### src/verilog/fault_sup_pkg.sv
// Constants for the converter fault supervisor: register map, strap codes, timing.
// Assumes a 200 MHz aclk and digital measurement words from the analog front end.
package fault_sup_pkg;
  localparam int unsigned CLK_MHZ          = 200;
  localparam int unsigned AW               = 8;
  // Register byte offsets
  localparam logic [AW-1:0] OFF_CTRL       = 8'h00;
  localparam logic [AW-1:0] OFF_STATUS     = 8'h04;
  localparam logic [AW-1:0] OFF_UV_LIMIT   = 8'h08;
  localparam logic [AW-1:0] OFF_OV_LIMIT   = 8'h0C;
  localparam logic [AW-1:0] OFF_OC_LIMIT   = 8'h10;
  localparam logic [AW-1:0] OFF_OT_LIMIT   = 8'h14;
  localparam logic [AW-1:0] OFF_RESPONSE   = 8'h18;
  localparam logic [AW-1:0] OFF_TARGET     = 8'h1C;
  localparam logic [AW-1:0] OFF_RAMP       = 8'h20;
  localparam logic [AW-1:0] OFF_PG_TOL     = 8'h24;
  localparam logic [AW-1:0] OFF_STRAPS     = 8'h28;
  // Fields: ctrl bit 0 = enable; response bits 0 uv,1 ov,2 oc,3 ot retry enables
  localparam int unsigned   CTRL_EN_BIT    = 0;
  localparam int unsigned   RSP_UV_BIT     = 0;
  localparam int unsigned   RSP_OV_BIT     = 1;
  localparam int unsigned   RSP_OC_BIT     = 2;
  localparam int unsigned   RSP_OT_BIT     = 3;
  // Status bits (sticky, write one to clear)
  localparam int unsigned   ST_UV_BIT      = 0;
  localparam int unsigned   ST_OV_BIT      = 1;
  localparam int unsigned   ST_OC_BIT      = 2;
  localparam int unsigned   ST_OT_BIT      = 3;
  // Voltages in millivolts, temperature in degrees C, 16-bit words
  localparam logic [15:0] INPUT_UNDERVOLTAGE_LOCKOUT_OPEN_MV     = 16'h1194; // 4500
  localparam logic [15:0] INPUT_UNDERVOLTAGE_LOCKOUT_RAIL_MV     = 16'h2A30; // 10800
  localparam logic [4:0]  STRAP_OPEN       = 5'h1F;
  localparam logic [4:0]  STRAP_RAIL       = 5'h1E;
  localparam logic [4:0]  STRAP_GND        = 5'h1D;
  localparam logic [6:0]  ADDR_BASE        = 7'h19;
  localparam logic [6:0]  ADDR_OPEN        = 7'h28;
  localparam logic [6:0]  ADDR_GND         = 7'h26;
  localparam logic [4:0]  ADDR_CODES       = 5'h19; // 25 codes, 19h..31h
  localparam logic [15:0] TARGET_RST_MV    = 16'h04B0; // 1200
  localparam logic [7:0]  OV_PCT_RST       = 8'h0F;    // 15 percent
  localparam logic [7:0]  PG_PCT_RST       = 8'h0A;    // 10 percent
  localparam logic [15:0] OT_RST_C         = 16'h007D; // 125
  localparam logic [15:0] OT_HYST_C        = 16'h000F; // 15
  localparam logic [15:0] OC_RST           = 16'h0021;
  localparam logic [2:0]  PEAK_HITS        = 3'h5;
  // Retry delay and ramp units
  localparam int unsigned RETRY_DELAY_US   = 10;
  localparam int unsigned RETRY_CYCLES     = RETRY_DELAY_US * CLK_MHZ;
  localparam int unsigned RAMP_TICK_US     = 1;
  localparam int unsigned RAMP_TICK_CYC    = RAMP_TICK_US * CLK_MHZ;
  localparam logic [15:0] RAMP_RST_US      = 16'h01F4; // 500
  typedef enum logic [2:0] {ST_OFF, ST_SAMPLE, ST_RAMP, ST_RUN, ST_FAULT, ST_WAIT}
    state_t;
endpackage : fault_sup_pkg

### src/verilog/fault_supervisor.sv
// Converter fault supervisor: lockout, strap decode, OV/OC/OT shutdown, prebias start.
// Assumes measurement words and comparator flags arrive asynchronously from the analog side.
`timescale 1ns/10ps
module fault_supervisor
  import fault_sup_pkg::*;
(
  input  wire logic                 aclk,                 // 200 MHz clock
  input  wire logic                 aresetn,              // Sync reset, active low
  input  wire logic [fault_sup_pkg::AW-1:0] s_axi_awaddr, // Write address
  input  wire logic                 s_axi_awvalid,        // Write address valid
  output logic                      s_axi_awready,        // Write address ready
  input  wire logic [31:0]          s_axi_wdata,          // Write data
  input  wire logic [3:0]           s_axi_wstrb,          // Write strobes
  input  wire logic                 s_axi_wvalid,         // Write data valid
  output logic                      s_axi_wready,         // Write data ready
  output logic [1:0]                s_axi_bresp,          // Write response
  output logic                      s_axi_bvalid,         // Write response valid
  input  wire logic                 s_axi_bready,         // Write response ready
  input  wire logic [fault_sup_pkg::AW-1:0] s_axi_araddr, // Read address
  input  wire logic                 s_axi_arvalid,        // Read address valid
  output logic                      s_axi_arready,        // Read address ready
  output logic [31:0]               s_axi_rdata,          // Read data
  output logic [1:0]                s_axi_rresp,          // Read response
  output logic                      s_axi_rvalid,         // Read data valid
  input  wire logic                 s_axi_rready,         // Read data ready
  input  wire logic [4:0]           address_strap_pin,    // Decoded address strap code
  input  wire logic [4:0]           input_undervoltage_lockout_strap_code,      // Decoded lockout resistor code
  input  wire logic [15:0]          vin_mv,               // Input voltage, mV
  input  wire logic [15:0]          sense_positive_input, // Output voltage, mV
  input  wire logic [15:0]          iout_avg,             // Average output current
  input  wire logic                 peak_over,            // Peak current above peak limit
  input  wire logic                 cycle_tick,           // One per switching cycle
  input  wire logic [15:0]          temp_c,               // Internal temperature, C
  input  wire logic [15:0]          fsw_khz,              // Switching frequency, kHz
  input  wire logic                 coord_bus_in,         // Coordination line level
  output logic                      module_coordination_bus_oe, // Pull line low
  output logic                      module_coordination_bus_o,  // Always low when driven
  output logic                      power_good_output,    // Power good
  output logic                      high_drv_en,          // High-side driver enable
  output logic                      low_drv_en,           // Low-side driver enable
  output logic [15:0]               ref_mv,               // Loop reference, mV
  output logic [15:0]               peak_limit,           // Computed peak current limit
  output logic [6:0]                bus_address           // Serial bus address
);
  import fault_sup_pkg::*;

  // Two-flop synchronisers for every analog-side input
  logic [92:0] s1_r, s2_r;
  always_ff @(posedge aclk)
  begin
    s1_r <= {vin_mv, sense_positive_input, iout_avg, temp_c, fsw_khz, peak_over,
             cycle_tick, coord_bus_in, input_undervoltage_lockout_strap_code, address_strap_pin};
    s2_r <= s1_r;
  end
  logic [15:0] vin, vout, iavg, tmp, fsw;
  logic        pk, ctk, cbus, ctk_d_r;
  logic [4:0]  uv_code, sa_code;
  assign {vin, vout, iavg, tmp, fsw, pk, ctk, cbus, uv_code, sa_code} = s2_r;
  always_ff @(posedge aclk) ctk_d_r <= ctk;
  wire cyc = ctk & ~ctk_d_r;

  // Lockout table for resistor codes 0..14 (26.1k..100k)
  function automatic logic [15:0] uv_lookup(input logic [4:0] c);
    logic [15:0] t [0:14];
    t = '{16'h1054, 16'h11EE, 16'h13C4, 16'h15C2, 16'h17F2, 16'h1A5E, 16'h1CFC,
          16'h1FF4, 16'h231E, 16'h26AC, 16'h2A94, 16'h2EE0, 16'h3390, 16'h38CC, 16'h3E80};
    if (c == STRAP_OPEN) return INPUT_UNDERVOLTAGE_LOCKOUT_OPEN_MV;
    if (c == STRAP_RAIL) return INPUT_UNDERVOLTAGE_LOCKOUT_RAIL_MV;
    return (c <= 5'h0E) ? t[c[3:0]] : INPUT_UNDERVOLTAGE_LOCKOUT_OPEN_MV;
  endfunction : uv_lookup

  // Registers
  logic        en_r, en_nxt, init_r, init_nxt, ovr_r, ovr_nxt;
  logic [3:0]  rsp_r, rsp_nxt, st_r, st_nxt;
  logic [15:0] uvl_r, uvl_nxt, ocl_r, ocl_nxt, otl_r, otl_nxt, tgt_r, tgt_nxt;
  logic [15:0] ramp_r, ramp_nxt;
  logic [7:0]  ovp_r, ovp_nxt, pgp_r, pgp_nxt;
  logic [6:0]  addr_r, addr_nxt;
  logic        aw_r, aw_nxt, w_r, w_nxt, b_r, b_nxt, r_r, r_nxt;
  logic [AW-1:0] awa_r, awa_nxt;
  logic [31:0] wd_r, wd_nxt, rd_r, rd_nxt;
  logic [1:0]  br_r, br_nxt, rr_r, rr_nxt;
  logic [3:0]  ev;

  wire [15:0] ov_lim = 16'(({16'd0, tgt_r} * (32'd100 + 32'(ovp_r))) / 32'd100);
  wire [15:0] pg_tol = 16'(({16'd0, tgt_r} * 32'(pgp_r)) / 32'd100);

  always_comb
  begin
    en_nxt = en_r; rsp_nxt = rsp_r; uvl_nxt = uvl_r; ocl_nxt = ocl_r;
    otl_nxt = otl_r; tgt_nxt = tgt_r; ovp_nxt = ovp_r; pgp_nxt = pgp_r;
    ramp_nxt = ramp_r; ovr_nxt = ovr_r; addr_nxt = addr_r; init_nxt = 1'b1;
    aw_nxt = aw_r; w_nxt = w_r; b_nxt = b_r; r_nxt = r_r; awa_nxt = awa_r;
    wd_nxt = wd_r; rd_nxt = rd_r; br_nxt = br_r; rr_nxt = rr_r;
    st_nxt = st_r | ev;
    if (!init_r)
    begin
      addr_nxt = (sa_code == STRAP_OPEN) ? ADDR_OPEN : (sa_code == STRAP_GND) ? ADDR_GND :
                 (sa_code < ADDR_CODES) ? ADDR_BASE + 7'(sa_code) : ADDR_OPEN;
      uvl_nxt = uv_lookup(uv_code);
    end
    if (s_axi_awvalid && !aw_r && !b_r) begin aw_nxt = 1'b1; awa_nxt = s_axi_awaddr; end
    if (s_axi_wvalid && !w_r && !b_r) begin w_nxt = 1'b1; wd_nxt = s_axi_wdata; end
    if (aw_r && w_r)
    begin
      aw_nxt = 1'b0; w_nxt = 1'b0; b_nxt = 1'b1; br_nxt = 2'b00;
      unique case (awa_r)
        OFF_CTRL:     en_nxt = wd_r[CTRL_EN_BIT];
        OFF_STATUS:   st_nxt = (st_r & ~wd_r[3:0]) | ev; // set wins
        OFF_UV_LIMIT: begin uvl_nxt = wd_r[15:0]; ovr_nxt = 1'b1; end
        OFF_OV_LIMIT: ovp_nxt = wd_r[7:0];
        OFF_OC_LIMIT: ocl_nxt = wd_r[15:0];
        OFF_OT_LIMIT: otl_nxt = wd_r[15:0];
        OFF_RESPONSE: rsp_nxt = wd_r[3:0];
        OFF_TARGET:   tgt_nxt = wd_r[15:0];
        OFF_RAMP:     ramp_nxt = wd_r[15:0];
        OFF_PG_TOL:   pgp_nxt = wd_r[7:0];
        default:      br_nxt = 2'b10;
      endcase
    end
    if (b_r && s_axi_bready) b_nxt = 1'b0;
    if (s_axi_arvalid && !r_r)
    begin
      r_nxt = 1'b1; rr_nxt = 2'b00; rd_nxt = 32'h0000_0000;
      unique case (s_axi_araddr)
        OFF_CTRL:     rd_nxt[0] = en_r;
        OFF_STATUS:   rd_nxt[3:0] = st_r;
        OFF_UV_LIMIT: rd_nxt[15:0] = uvl_r;
        OFF_OV_LIMIT: rd_nxt[7:0] = ovp_r;
        OFF_OC_LIMIT: rd_nxt[15:0] = ocl_r;
        OFF_OT_LIMIT: rd_nxt[15:0] = otl_r;
        OFF_RESPONSE: rd_nxt[3:0] = rsp_r;
        OFF_TARGET:   rd_nxt[15:0] = tgt_r;
        OFF_RAMP:     rd_nxt[15:0] = ramp_r;
        OFF_PG_TOL:   rd_nxt[7:0] = pgp_r;
        OFF_STRAPS:   rd_nxt[23:0] = {ovr_r, addr_r, peak_limit};
        default:      rr_nxt = 2'b10;
      endcase
    end
    else if (r_r && s_axi_rready) r_nxt = 1'b0;
  end

  always_ff @(posedge aclk)
  begin
    if (!aresetn)
    begin
      en_r <= 1'b0; rsp_r <= 4'h0; st_r <= 4'h0; uvl_r <= INPUT_UNDERVOLTAGE_LOCKOUT_OPEN_MV; ocl_r <= OC_RST;
      otl_r <= OT_RST_C; tgt_r <= TARGET_RST_MV; ovp_r <= OV_PCT_RST; pgp_r <= PG_PCT_RST;
      ramp_r <= RAMP_RST_US; ovr_r <= 1'b0; addr_r <= ADDR_OPEN; init_r <= 1'b0;
      aw_r <= 1'b0; w_r <= 1'b0; b_r <= 1'b0; r_r <= 1'b0; awa_r <= '0;
      wd_r <= 32'h0000_0000; rd_r <= 32'h0000_0000; br_r <= 2'b00; rr_r <= 2'b00;
    end
    else
    begin
      en_r <= en_nxt; rsp_r <= rsp_nxt; st_r <= st_nxt; uvl_r <= uvl_nxt; ocl_r <= ocl_nxt;
      otl_r <= otl_nxt; tgt_r <= tgt_nxt; ovp_r <= ovp_nxt; pgp_r <= pgp_nxt;
      ramp_r <= ramp_nxt; ovr_r <= ovr_nxt; addr_r <= addr_nxt; init_r <= init_nxt;
      aw_r <= aw_nxt; w_r <= w_nxt; b_r <= b_nxt; r_r <= r_nxt; awa_r <= awa_nxt;
      wd_r <= wd_nxt; rd_r <= rd_nxt; br_r <= br_nxt; rr_r <= rr_nxt;
    end
  end

  // Power stage sequencer
  state_t      fsm_r, fsm_nxt;
  logic [2:0]  hit_r, hit_nxt;
  logic [31:0] cnt_r, cnt_nxt;
  logic [15:0] us_r, us_nxt, ref_r, ref_nxt, pb_r, pb_nxt, pkl_r, pkl_nxt;
  logic        pg_r, pg_nxt, hi_r, hi_nxt, lo_r, lo_nxt, cb_r, cb_nxt, dn_r, dn_nxt;
  logic [3:0]  ev_r, ev_nxt;
  assign ev = ev_r;
  wire uv = vin < uvl_r;
  wire ov = vout > ov_lim;
  wire ot = tmp > otl_r;
  wire oc = (iavg > ocl_r) || (cyc && pk && hit_r == PEAK_HITS - 3'h1);
  wire any_f = uv | ov | ot | oc;
  // Peak trips are one-cycle pulses, so the latched cause also counts
  wire retry = (uv & rsp_r[RSP_UV_BIT]) | (ov & rsp_r[RSP_OV_BIT]) |
               ((oc | ev_r[ST_OC_BIT]) & rsp_r[RSP_OC_BIT]) | (ot & rsp_r[RSP_OT_BIT]);
  // Signed so that a prebias above target ramps down
  wire signed [33:0] ramp_step = (($signed({1'b0, tgt_r}) - $signed({1'b0, pb_r})) *
                                  $signed({1'b0, us_r})) / $signed({1'b0, ramp_r});

  always_comb
  begin
    fsm_nxt = fsm_r; cnt_nxt = cnt_r; us_nxt = us_r; ref_nxt = ref_r; pb_nxt = pb_r;
    pg_nxt = 1'b0; hi_nxt = 1'b0; lo_nxt = 1'b0; cb_nxt = 1'b0; dn_nxt = dn_r;
    ev_nxt = 4'h0; hit_nxt = hit_r;
    // Ripple term grows with (vin - tgt_r) / fsw
    pkl_nxt = ocl_r + 16'(({16'd0, vin - tgt_r} * 32'd8) / {16'd0, fsw | 16'h0001});
    if (cyc) hit_nxt = pk ? ((hit_r == PEAK_HITS) ? hit_r : hit_r + 3'h1) : 3'h0;
    unique case (fsm_r)
      ST_OFF:
        if (en_r && !uv && cbus) fsm_nxt = ST_SAMPLE;
      ST_SAMPLE:
      begin
        pb_nxt = vout;
        if (vout > ov_lim)
        begin
          ev_nxt[ST_OV_BIT] = 1'b1; fsm_nxt = ST_FAULT;
        end
        else
        begin
          ref_nxt = vout; dn_nxt = vout > tgt_r; cnt_nxt = 32'd0; us_nxt = 16'd0;
          fsm_nxt = ST_RAMP;
        end
      end
      ST_RAMP:
      begin
        hi_nxt = 1'b1; lo_nxt = !dn_r && ref_r >= pb_r;
        cnt_nxt = (cnt_r == RAMP_TICK_CYC - 1) ? 32'd0 : cnt_r + 32'd1;
        if (cnt_r == RAMP_TICK_CYC - 1) us_nxt = us_r + 16'd1;
        // Linear interpolation: lands on target exactly at the ramp time
        ref_nxt = (us_r >= ramp_r) ? tgt_r : 16'($signed({18'd0, pb_r}) + ramp_step);
        if (any_f)
        begin
          ev_nxt = {ot, oc, ov, uv}; fsm_nxt = ST_FAULT;
        end
        else if (us_r >= ramp_r) fsm_nxt = ST_RUN;
        pg_nxt = dn_r && us_r >= ramp_r;
      end
      ST_RUN:
      begin
        hi_nxt = 1'b1; lo_nxt = 1'b1; ref_nxt = tgt_r;
        pg_nxt = !any_f && st_r == 4'h0 && vout + pg_tol >= tgt_r &&
                 vout <= tgt_r + pg_tol;
        if (!en_r) fsm_nxt = ST_OFF;
        else if (any_f)
        begin
          ev_nxt = {ot, oc, ov, uv}; fsm_nxt = ST_FAULT;
        end
      end
      ST_FAULT:
      begin
        ev_nxt = {ot, oc, ov, uv}; cb_nxt = 1'b1; cnt_nxt = 32'd0; ref_nxt = 16'd0;
        fsm_nxt = retry ? ST_WAIT : (uv && !rsp_r[RSP_UV_BIT] ? ST_OFF : ST_FAULT);
        if (!en_r) fsm_nxt = ST_OFF;
      end
      ST_WAIT:
      begin
        cnt_nxt = cnt_r + 32'd1;
        if (cnt_r >= RETRY_CYCLES - 1)
        begin
          cnt_nxt = 32'd0;
          if (!uv && !ov && tmp + OT_HYST_C < otl_r) fsm_nxt = ST_OFF;
        end
      end
    endcase
  end

  always_ff @(posedge aclk)
  begin
    if (!aresetn)
    begin
      fsm_r <= ST_OFF; cnt_r <= 32'd0; us_r <= 16'd0; ref_r <= 16'd0; pb_r <= 16'd0;
      pg_r <= 1'b0; hi_r <= 1'b0; lo_r <= 1'b0; cb_r <= 1'b0; dn_r <= 1'b0;
      ev_r <= 4'h0; hit_r <= 3'h0; pkl_r <= 16'd0;
    end
    else
    begin
      fsm_r <= fsm_nxt; cnt_r <= cnt_nxt; us_r <= us_nxt; ref_r <= ref_nxt; pb_r <= pb_nxt;
      pg_r <= pg_nxt; hi_r <= hi_nxt; lo_r <= lo_nxt; cb_r <= cb_nxt; dn_r <= dn_nxt;
      ev_r <= ev_nxt; hit_r <= hit_nxt; pkl_r <= pkl_nxt;
    end
  end

  assign s_axi_awready = aw_r;
  assign s_axi_wready  = w_r;
  assign s_axi_bvalid  = b_r;
  assign s_axi_bresp   = br_r;
  assign s_axi_arready = r_r;
  assign s_axi_rvalid  = r_r;
  assign s_axi_rdata   = rd_r;
  assign s_axi_rresp   = rr_r;
  assign power_good_output = pg_r;
  assign high_drv_en = hi_r;
  assign low_drv_en = lo_r;
  assign ref_mv = ref_r;
  assign peak_limit = pkl_r;
  assign bus_address = addr_r;
  assign module_coordination_bus_oe = cb_r;
  assign module_coordination_bus_o = 1'b0;

  AST_UV_BLOCKS: assert property (@(posedge aclk) disable iff (!aresetn)
    fsm_r == ST_OFF && uv |=> fsm_r != ST_SAMPLE) else $error("Started under lockout");
  AST_OV_SHUT: assert property (@(posedge aclk) disable iff (!aresetn)
    fsm_r == ST_RUN && ov |=> fsm_r == ST_FAULT ##1 !hi_r) else $error("No OV shutdown");
  AST_PEAK_FIVE: assert property (@(posedge aclk) disable iff (!aresetn)
    oc && iavg <= ocl_r |-> hit_r == 3'h4) else $error("Peak trip count wrong");
  AST_PB_OV: assert property (@(posedge aclk) disable iff (!aresetn)
    fsm_r == ST_SAMPLE && ov |=> fsm_r == ST_FAULT) else $error("Prebias OV missed");
  AST_PG_FAULT: assert property (@(posedge aclk) disable iff (!aresetn)
    fsm_r == ST_FAULT |=> !power_good_output) else $error("PG during fault");
  AST_NO_RETRY: assert property (@(posedge aclk) disable iff (!aresetn)
    fsm_r == ST_FAULT && ot && rsp_r == 4'h0 && en_r |=> fsm_r == ST_FAULT)
    else $error("Retried without setting");
  AST_OD_ONLY: assert property (@(posedge aclk) disable iff (!aresetn)
    module_coordination_bus_oe |-> !module_coordination_bus_o) else $error("Line driven high");
  AST_FAULT_SPREAD: assert property (@(posedge aclk) disable iff (!aresetn)
    fsm_r == ST_FAULT |=> module_coordination_bus_oe) else $error("Fault not spread");
  AST_STICKY: assert property (@(posedge aclk) disable iff (!aresetn)
    ev_r[ST_OT_BIT] |=> st_r[ST_OT_BIT]) else $error("Fault not latched");
  COV_RUN: cover property (@(posedge aclk) fsm_r == ST_RAMP ##1 fsm_r == ST_RUN);
  COV_RETRY: cover property (@(posedge aclk) fsm_r == ST_WAIT ##1 fsm_r == ST_OFF);
  COV_DOWN: cover property (@(posedge aclk) fsm_r == ST_RAMP && dn_r && pg_r);
endmodule : fault_supervisor

### config.mk
export PLATFORM = sky130hd
export DESIGN_NAME = fault_supervisor
export DESIGN_NICKNAME = d
export VERILOG_FILES = /design/src/verilog/fault_sup_pkg.sv /design/src/verilog/fault_supervisor.sv
export SDC_FILE = /design/constraint.sdc
export NUM_CORES = 2
export LEC_CHECK = 0
export ABC_AREA = 1
export BUFFER_PORTS_ARGS = -buffer_cell sky130_fd_sc_hd__buf_2
export CAP_MARGIN = 20
export CORE_MARGIN = 2
export CORE_UTILIZATION = 65
export DETAILED_ROUTE_END_ITERATION = 12
export GPL_TIMING_DRIVEN = 0
export PLACE_DENSITY = 0.91
export SLEW_MARGIN = 20
export SYNTH_ARGS = -nofsm -noshare
export SYNTH_HDL_FRONTEND = slang
export SYNTH_SLANG_ARGS = --single-unit
### constraint.sdc
create_clock -name aclk -period 274.4 [get_ports aclk]
set_clock_uncertainty 0.2 [all_clocks]
set_input_delay 54.88 -clock aclk [delete_from_list [all_inputs] [get_ports aclk]]
set_output_delay 54.88 -clock aclk [all_outputs]
set_load 0.005 [all_outputs]
Word-level counts from Yosys, hierarchy flattened
Memory sizes are Yosys's and may differ from the RTL's.
Cells that the tools add are included.
{"block": "word_totals", "rom_bits": 256, "input_bits": 152, "n_memories": 1, "register_bits": 468, "output_inout_bits": 85}
{"block": "op_classes", "eq_ne": 39, "add_sub_neg": 12, "bitwise_logic": 20, "n_div": 4, "n_mul": 3, "muxes": 64, "order_cmp": 14, "n_reduce_logical": 58}
{"name": "(name not given)", "words": 16, "word_bits": 16, "read_ports": 1, "rd_clocked_by_memory_dff": 0, "write_ports": 0, "line": "fault_supervisor.sv:69", "rtl": "return (c <= 5'h0E) ? t[c[3:0]] : INPUT_UNDERVOLTAGE_LOCKOUT_OPEN_MV;"}
{"operator": "$mux W16", "count": 14}
{"operator": "$pmux W32 S4", "count": 1}
{"operator": "$mux W32", "count": 3}
{"operator": "$add A16 B16 Y16", "count": 4}
{"operator": "$eq A8 B5 Y1 const B", "count": 8}
{"operator": "$gt A16 B16 Y1", "count": 4}
{"operator": "$pmux W16 S4", "count": 1}
{"operator": "$ge A16 B16 Y1", "count": 3}
{"operator": "$pmux W8 S6", "count": 1}
{"operator": "$eq A8 B6 Y1 const B", "count": 5}
{"operator": "$mux W3", "count": 13}
{"operator": "$div A34 B17 Y34", "count": 1}
{"operator": "$mul A17 B17 Y34", "count": 1}
{"operator": "$add A32 B1 Y32 const B", "count": 1}
{"operator": "$div A19 B16 Y32", "count": 1}
{"operator": "$div A24 B7 Y32 const B", "count": 1}
{"operator": "$div A32 B7 Y32 const B", "count": 1}
{"operator": "$eq A32 B8 Y1 const B", "count": 1}
{"operator": "$eq A8 B4 Y1 const B", "count": 4}
{"operator": "$ge A32 B11 Y1 const B", "count": 1}
{"operator": "$lt A16 B16 Y1", "count": 2}
{"operator": "$pmux W16 S2", "count": 1}
{"operator": "$pmux W4 S8", "count": 1}
{"operator": "$pmux W3 S10", "count": 1}
{"operator": "52 further kinds", "count": 140}

Longest topological paths before layout
{"block": "depth", "word_depth": 12, "mapped_depth": 710, "depth_no_buf": 659}

Worst setup path before layout
Ideal clock, no wire load.
{"block": "synth_path", "path_kind": "reg2reg", "startpoint": "register tgt_r[0]", "endpoint": "register ref_r[15], in the netlist ref_mv[15]", "setup_ns": 0.124, "t_required_ns": 274.076, "path_buffers": 57, "setup_slack_ns": 175.072, "path_stages_with_launch": 685, "arrival_time_ns": 99.004, "period_less_slack_ns": 99.328, "cell_sequence": "dfxtp_1 -> clkinv_1 -> ha_1 -> fa_1 -> o21ai_0 -> a21oi_1 -> o21ai_0 -> nand2_1 -> nand2_1 -> a21oi_1 -> nor2_1 -> o21ai_0 -> nand2_1 -> nand3_1 -> nand2_1 -> nand3_1 -> nand2_1 -> nand2_1 -> (+649 left out) -> a21oi_1 -> o21bai_1 -> a21oi_1 -> o21ai_0 -> a21oi_1 -> o21ai_0 -> a21oi_1 -> o21bai_1 -> a21oi_1 -> nor2_1 -> nor2_1 -> xor2_1 -> xor2_1 -> inv_1 -> nand3_1 -> nand3_1 -> nand2_1 -> a21oi_1"}
{"block": "synth_between", "elab_chain_cells": 6, "word_cells_on_any_way": 11, "cone_classes": "add/sub: 2; mul: 2; div: 2; order compare: 1; eq/ne: 1; mux: 2; reduce/logical: 1"}
{"element": "start, declared", "line": "fault_supervisor.sv:75", "rtl": "logic [15:0] uvl_r, uvl_nxt, ocl_r, ocl_nxt, otl_r, otl_nxt, tgt_r, tgt_nxt;"}
{"element": "start signal, assigned", "line": "fault_supervisor.sv:156", "rtl": "otl_r <= otl_nxt; tgt_r <= tgt_nxt; ovp_r <= ovp_nxt; pgp_r <= pgp_nxt;"}
{"element": "$sub A16 B16 Y17", "line": "fault_supervisor.sv:180", "rtl": "wire signed [33:0] ramp_step = (($signed({1'b0, tgt_r}) - $signed({1'b0, pb_r})) *"}
{"element": "$mul A17 B17 Y34", "line": "fault_supervisor.sv:180"}
{"element": "$div A34 B17 Y34", "line": "fault_supervisor.sv:181", "rtl": "$signed({1'b0, us_r})) / $signed({1'b0, ramp_r});"}
{"element": "$add A16 B16 Y16", "line": "fault_supervisor.sv:213", "rtl": "ref_nxt = (us_r >= ramp_r) ? tgt_r : 16'($signed({18'd0, pb_r}) + ramp_step);"}
{"element": "$mux W16", "line": "fault_supervisor.sv:213"}
{"element": "$pmux W16 S4", "line": "fault_supervisor.sv:191", "rtl": "unique case (fsm_r)"}
{"element": "end signal, assigned", "line": "fault_supervisor.sv:260", "rtl": "fsm_r <= fsm_nxt; cnt_r <= cnt_nxt; us_r <= us_nxt; ref_r <= ref_nxt; pb_r <= pb_nxt;"}
{"element": "end, declared", "line": "fault_supervisor.sv:167", "rtl": "logic [15:0] us_r, us_nxt, ref_r, ref_nxt, pb_r, pb_nxt, pkl_r, pkl_nxt;"}
Several ways; a longest one is shown, not always the timed one.
A chain may end at the register's enable or synchronous reset.

Final worst setup path
{"block": "layout_path", "startpoint": "register tgt_r[1]", "endpoint": "register ref_r[15], in the netlist ref_mv[15]"}
Same word-level chain as after synthesis.

==> impl_metrics.yaml <==
clock_network:
  clk_pin_slew_ns: 0.08
  clockBufferDepth: 3
  ctsHoldBuffers: 0
  post_cts_buffers: 0
  tritoncts: "done"
  root_buffer: "clkbuf_16"
  cts_num_sinks: 462
  cts.repair.resized: 0
  clk_latency_ns: 0.61
  numCtsBuffers: 43
  h-tree-depth: 2
setup_path:
  crit_top_cell: "a21oi_1"
  cp.depth: 685
  crit_path_max_incr_delay_ns: 0.93
  critical_path_buf_inv_count: 165
  worstPathArrival_ns: 123.96
  cp-start-kind: "register"
  crit_slowest_cell: "o21ai_0"
  crit_path_max_fanout: 11
  path_class: "reg2reg"
  cp-end-kind: "register"
  reg2reg_depth: 685
  worstPathRequired_ns: 274.73
  cp_top_family: "compound AO/OA/AOI/OAI gates"
synth:
  synth_top_area_cell: "ha_1"
  synth_area_per_cell_um2: 6.52
  syn-cell-area_um2: 92400
  synth_edf_count: 0
  synth_cells: 14200
  seq_area_frac_synth: 0.100
  asyncSetResetFlopFracSynth: 0
  synth.area.top_cells: "ha_1 15%, nand2_1 13%, fa_1 10%"
  yosysTopAreaCellShare: 0.155
  ys.flop_type: "dfxtp_1"
  synth_cell_types: 95
  ys_ff_latch: 462
  yosys_warnings: 0
drt:
  wirelength_um: 289000
  avgViaCountPerCell: 5.83
  drc: 0
  drt-initial-drc-count: 9805
  wl_per_cell_um: 17.6
  first_pass_iters: 7
  ant_nets: 0
  vias: 95600
floorplan:
  fp.coreArea_um2: 141000
  die_w_um: 381
  row_count: 138
  die_y_um: 381
  ioPinCount: 237
  initial_core_util: 0.654
  die_area_um2: 145000
timing:
  max_freq_ghz: 0.00809
  fin_crit_ns: 123.64
  rsz0062_at_grt: "no"
  hold_viol_final: 0
  slew_viol_final: 0
  setup_viol: 0
  tns_ns: 0
  final.period_utilization: 0.451
  worst_pin_slew_ns: 1.29
  slew_headroom: 0.128
global_routing:
  grt_max_degree: 25
  antenna_found_initial: 11
  grt_pass1_vias: 88900
  grt_pass1_wl_um: 456000
  grtUsageTotal: 0.386
  grt_overflow: 0
place:
  dp_hpwl_um: 237000
  place_congestion: 1.05
  io_buffers: 202
status:
  outcome: "completed"
cells_and_area:
  fin_util: 0.692
  n_fill_cell: 12200
  drive_above_1_share: 0.0711
  fin_nets: 16200
  syn_to_final_growth_pct: 5.75
min_path:
  hold_depth: 0
  min_path_type: "reg2reg"
job:
  maxCapViolCount: 0
[stage by stage]
| stage | area (um^2) | worst slack, ns | hold slack [ns] | instances |
|---|---|---|---|---|
| after floorplan | 92500 | 175.07 | 0.110 | 14200 |
| after global placement | 95800 | 156.12 | 0.110 | 16300 |
| after detailed placement | 96200 | 154.09 | 0.112 | 16300 |
| after CTS | 97600 | 153.46 | 0.120 | 16400 |
| after global routing | 97700 | 138.85 | 0.131 | 16400 |
| final | 97700 | 150.76 | 0.116 | 16400 |
[worst paths after layout]
kind / startpoint / to / slack (ns)
max: tgt_r[1] / ref_mv[15] / 150.76
min: s1_r[20] / s2_r[20] / 0.12
max reg2reg: tgt_r[1] / ref_mv[15] / 150.76
min reg2reg: s1_r[20] / s2_r[20] / 0.12
[area by class of cell]
type                            instances  area (um^2)  share of cell area
Inverter                             2491         9470              0.0969
Buffer                                318         1690              0.0173
Sequential cell                       462         9250              0.0947
Multi-Input combinational cell      10900        72100               0.738
Antenna cell                            5         12.5            0.000128
Clock inverter                         26          284             0.00291
Timing Repair Buffer                  220         1370              0.0140
Tap cell                             1890         2360              0.0242
Clock buffer                           51         1160              0.0118
[flip-flops by register name (all words and copies together), names as in the netlist, 3 cells and up]
name         flops
otl_r           16
uvl_r           16
s_axi_rdata     23
wd_r            16
us_r            16
st_r             4
ramp_r          16
bus_address      6
s2_r            92
tgt_r           16
pb_r            16
cnt_r           32
peak_limit      16
pgp_r            8
ocl_r           16
ref_mv          16
awa_r            8
rsp_r            4
s1_r            92
hit_r            3
ev               4
fsm_r            3
ovp_r            8
[synth_stat cells (all sizes together) (12+ instances only)]
cell and n:
o21ai 985, o22ai 29, nor2 1254, nand3b 46, nand3 707, a221oi 25, nand4 262, o211ai 45
o21bai 85, ha 1141, inv 2429, nor4 28, xnor2 285, a21o 98, o31ai 39, a2111oi 17
a211oi 56, or2 115, o21a 32, a21boi 24, a22oi 12, a31oi 34, clkinv 57, nor3 164
xor2 538, dfxtp 462, fa 464, buf 71, and2 12, o221ai 30, nor3b 13, clkbuf 246
nand2 3381, a21oi 920
[logic make-up after synthesis]
kind of cell / after synthesis / synth area share
flops: 462 / 0.100
compound gates: 2473 / 0.152
mux: 3 / 0.000325
buf+inv: 2809 / 0.121
other cells: 1 / 0.0000406
simple gates: 5997 / 0.294
fa+ha+maj: 1605 / 0.255
xor+xnor: 823 / 0.0780
[routing by layer]
metal  part of all wire  up-vias  global-route usage
met3               0.11     1083              0.0770
li1                   -    46300                   -
met1               0.40    43600               0.499
met2               0.42     4600               0.596
met5            0.00024        -                   0
met4              0.069       10               0.227
[cells in the final DEF, fill, tap and decap left out, drive strengths merged, types with 25 or more instances in the layout]
master  instances
nand4         262
dfxtp         462
a221oi         25
a31oi          34
o21ai         985
nand3b         46
o21bai         85
nand2        3381
nor2         1254
nor3          164
o221ai         30
fa            464
or2           115
nand3         707
o22ai          29
clkinv         69
o31ai          39
a21o           98
xnor2         285
ha           1141
clkbuf        297
conb           26
a211oi         56
inv          2433
xor2          538
buf           291
nor4           28
a21oi         920
o21a           32
o211ai         45
Power is not shown: default switching activity piles up to over one toggle a cycle in this logic, so the estimate is an artifact.
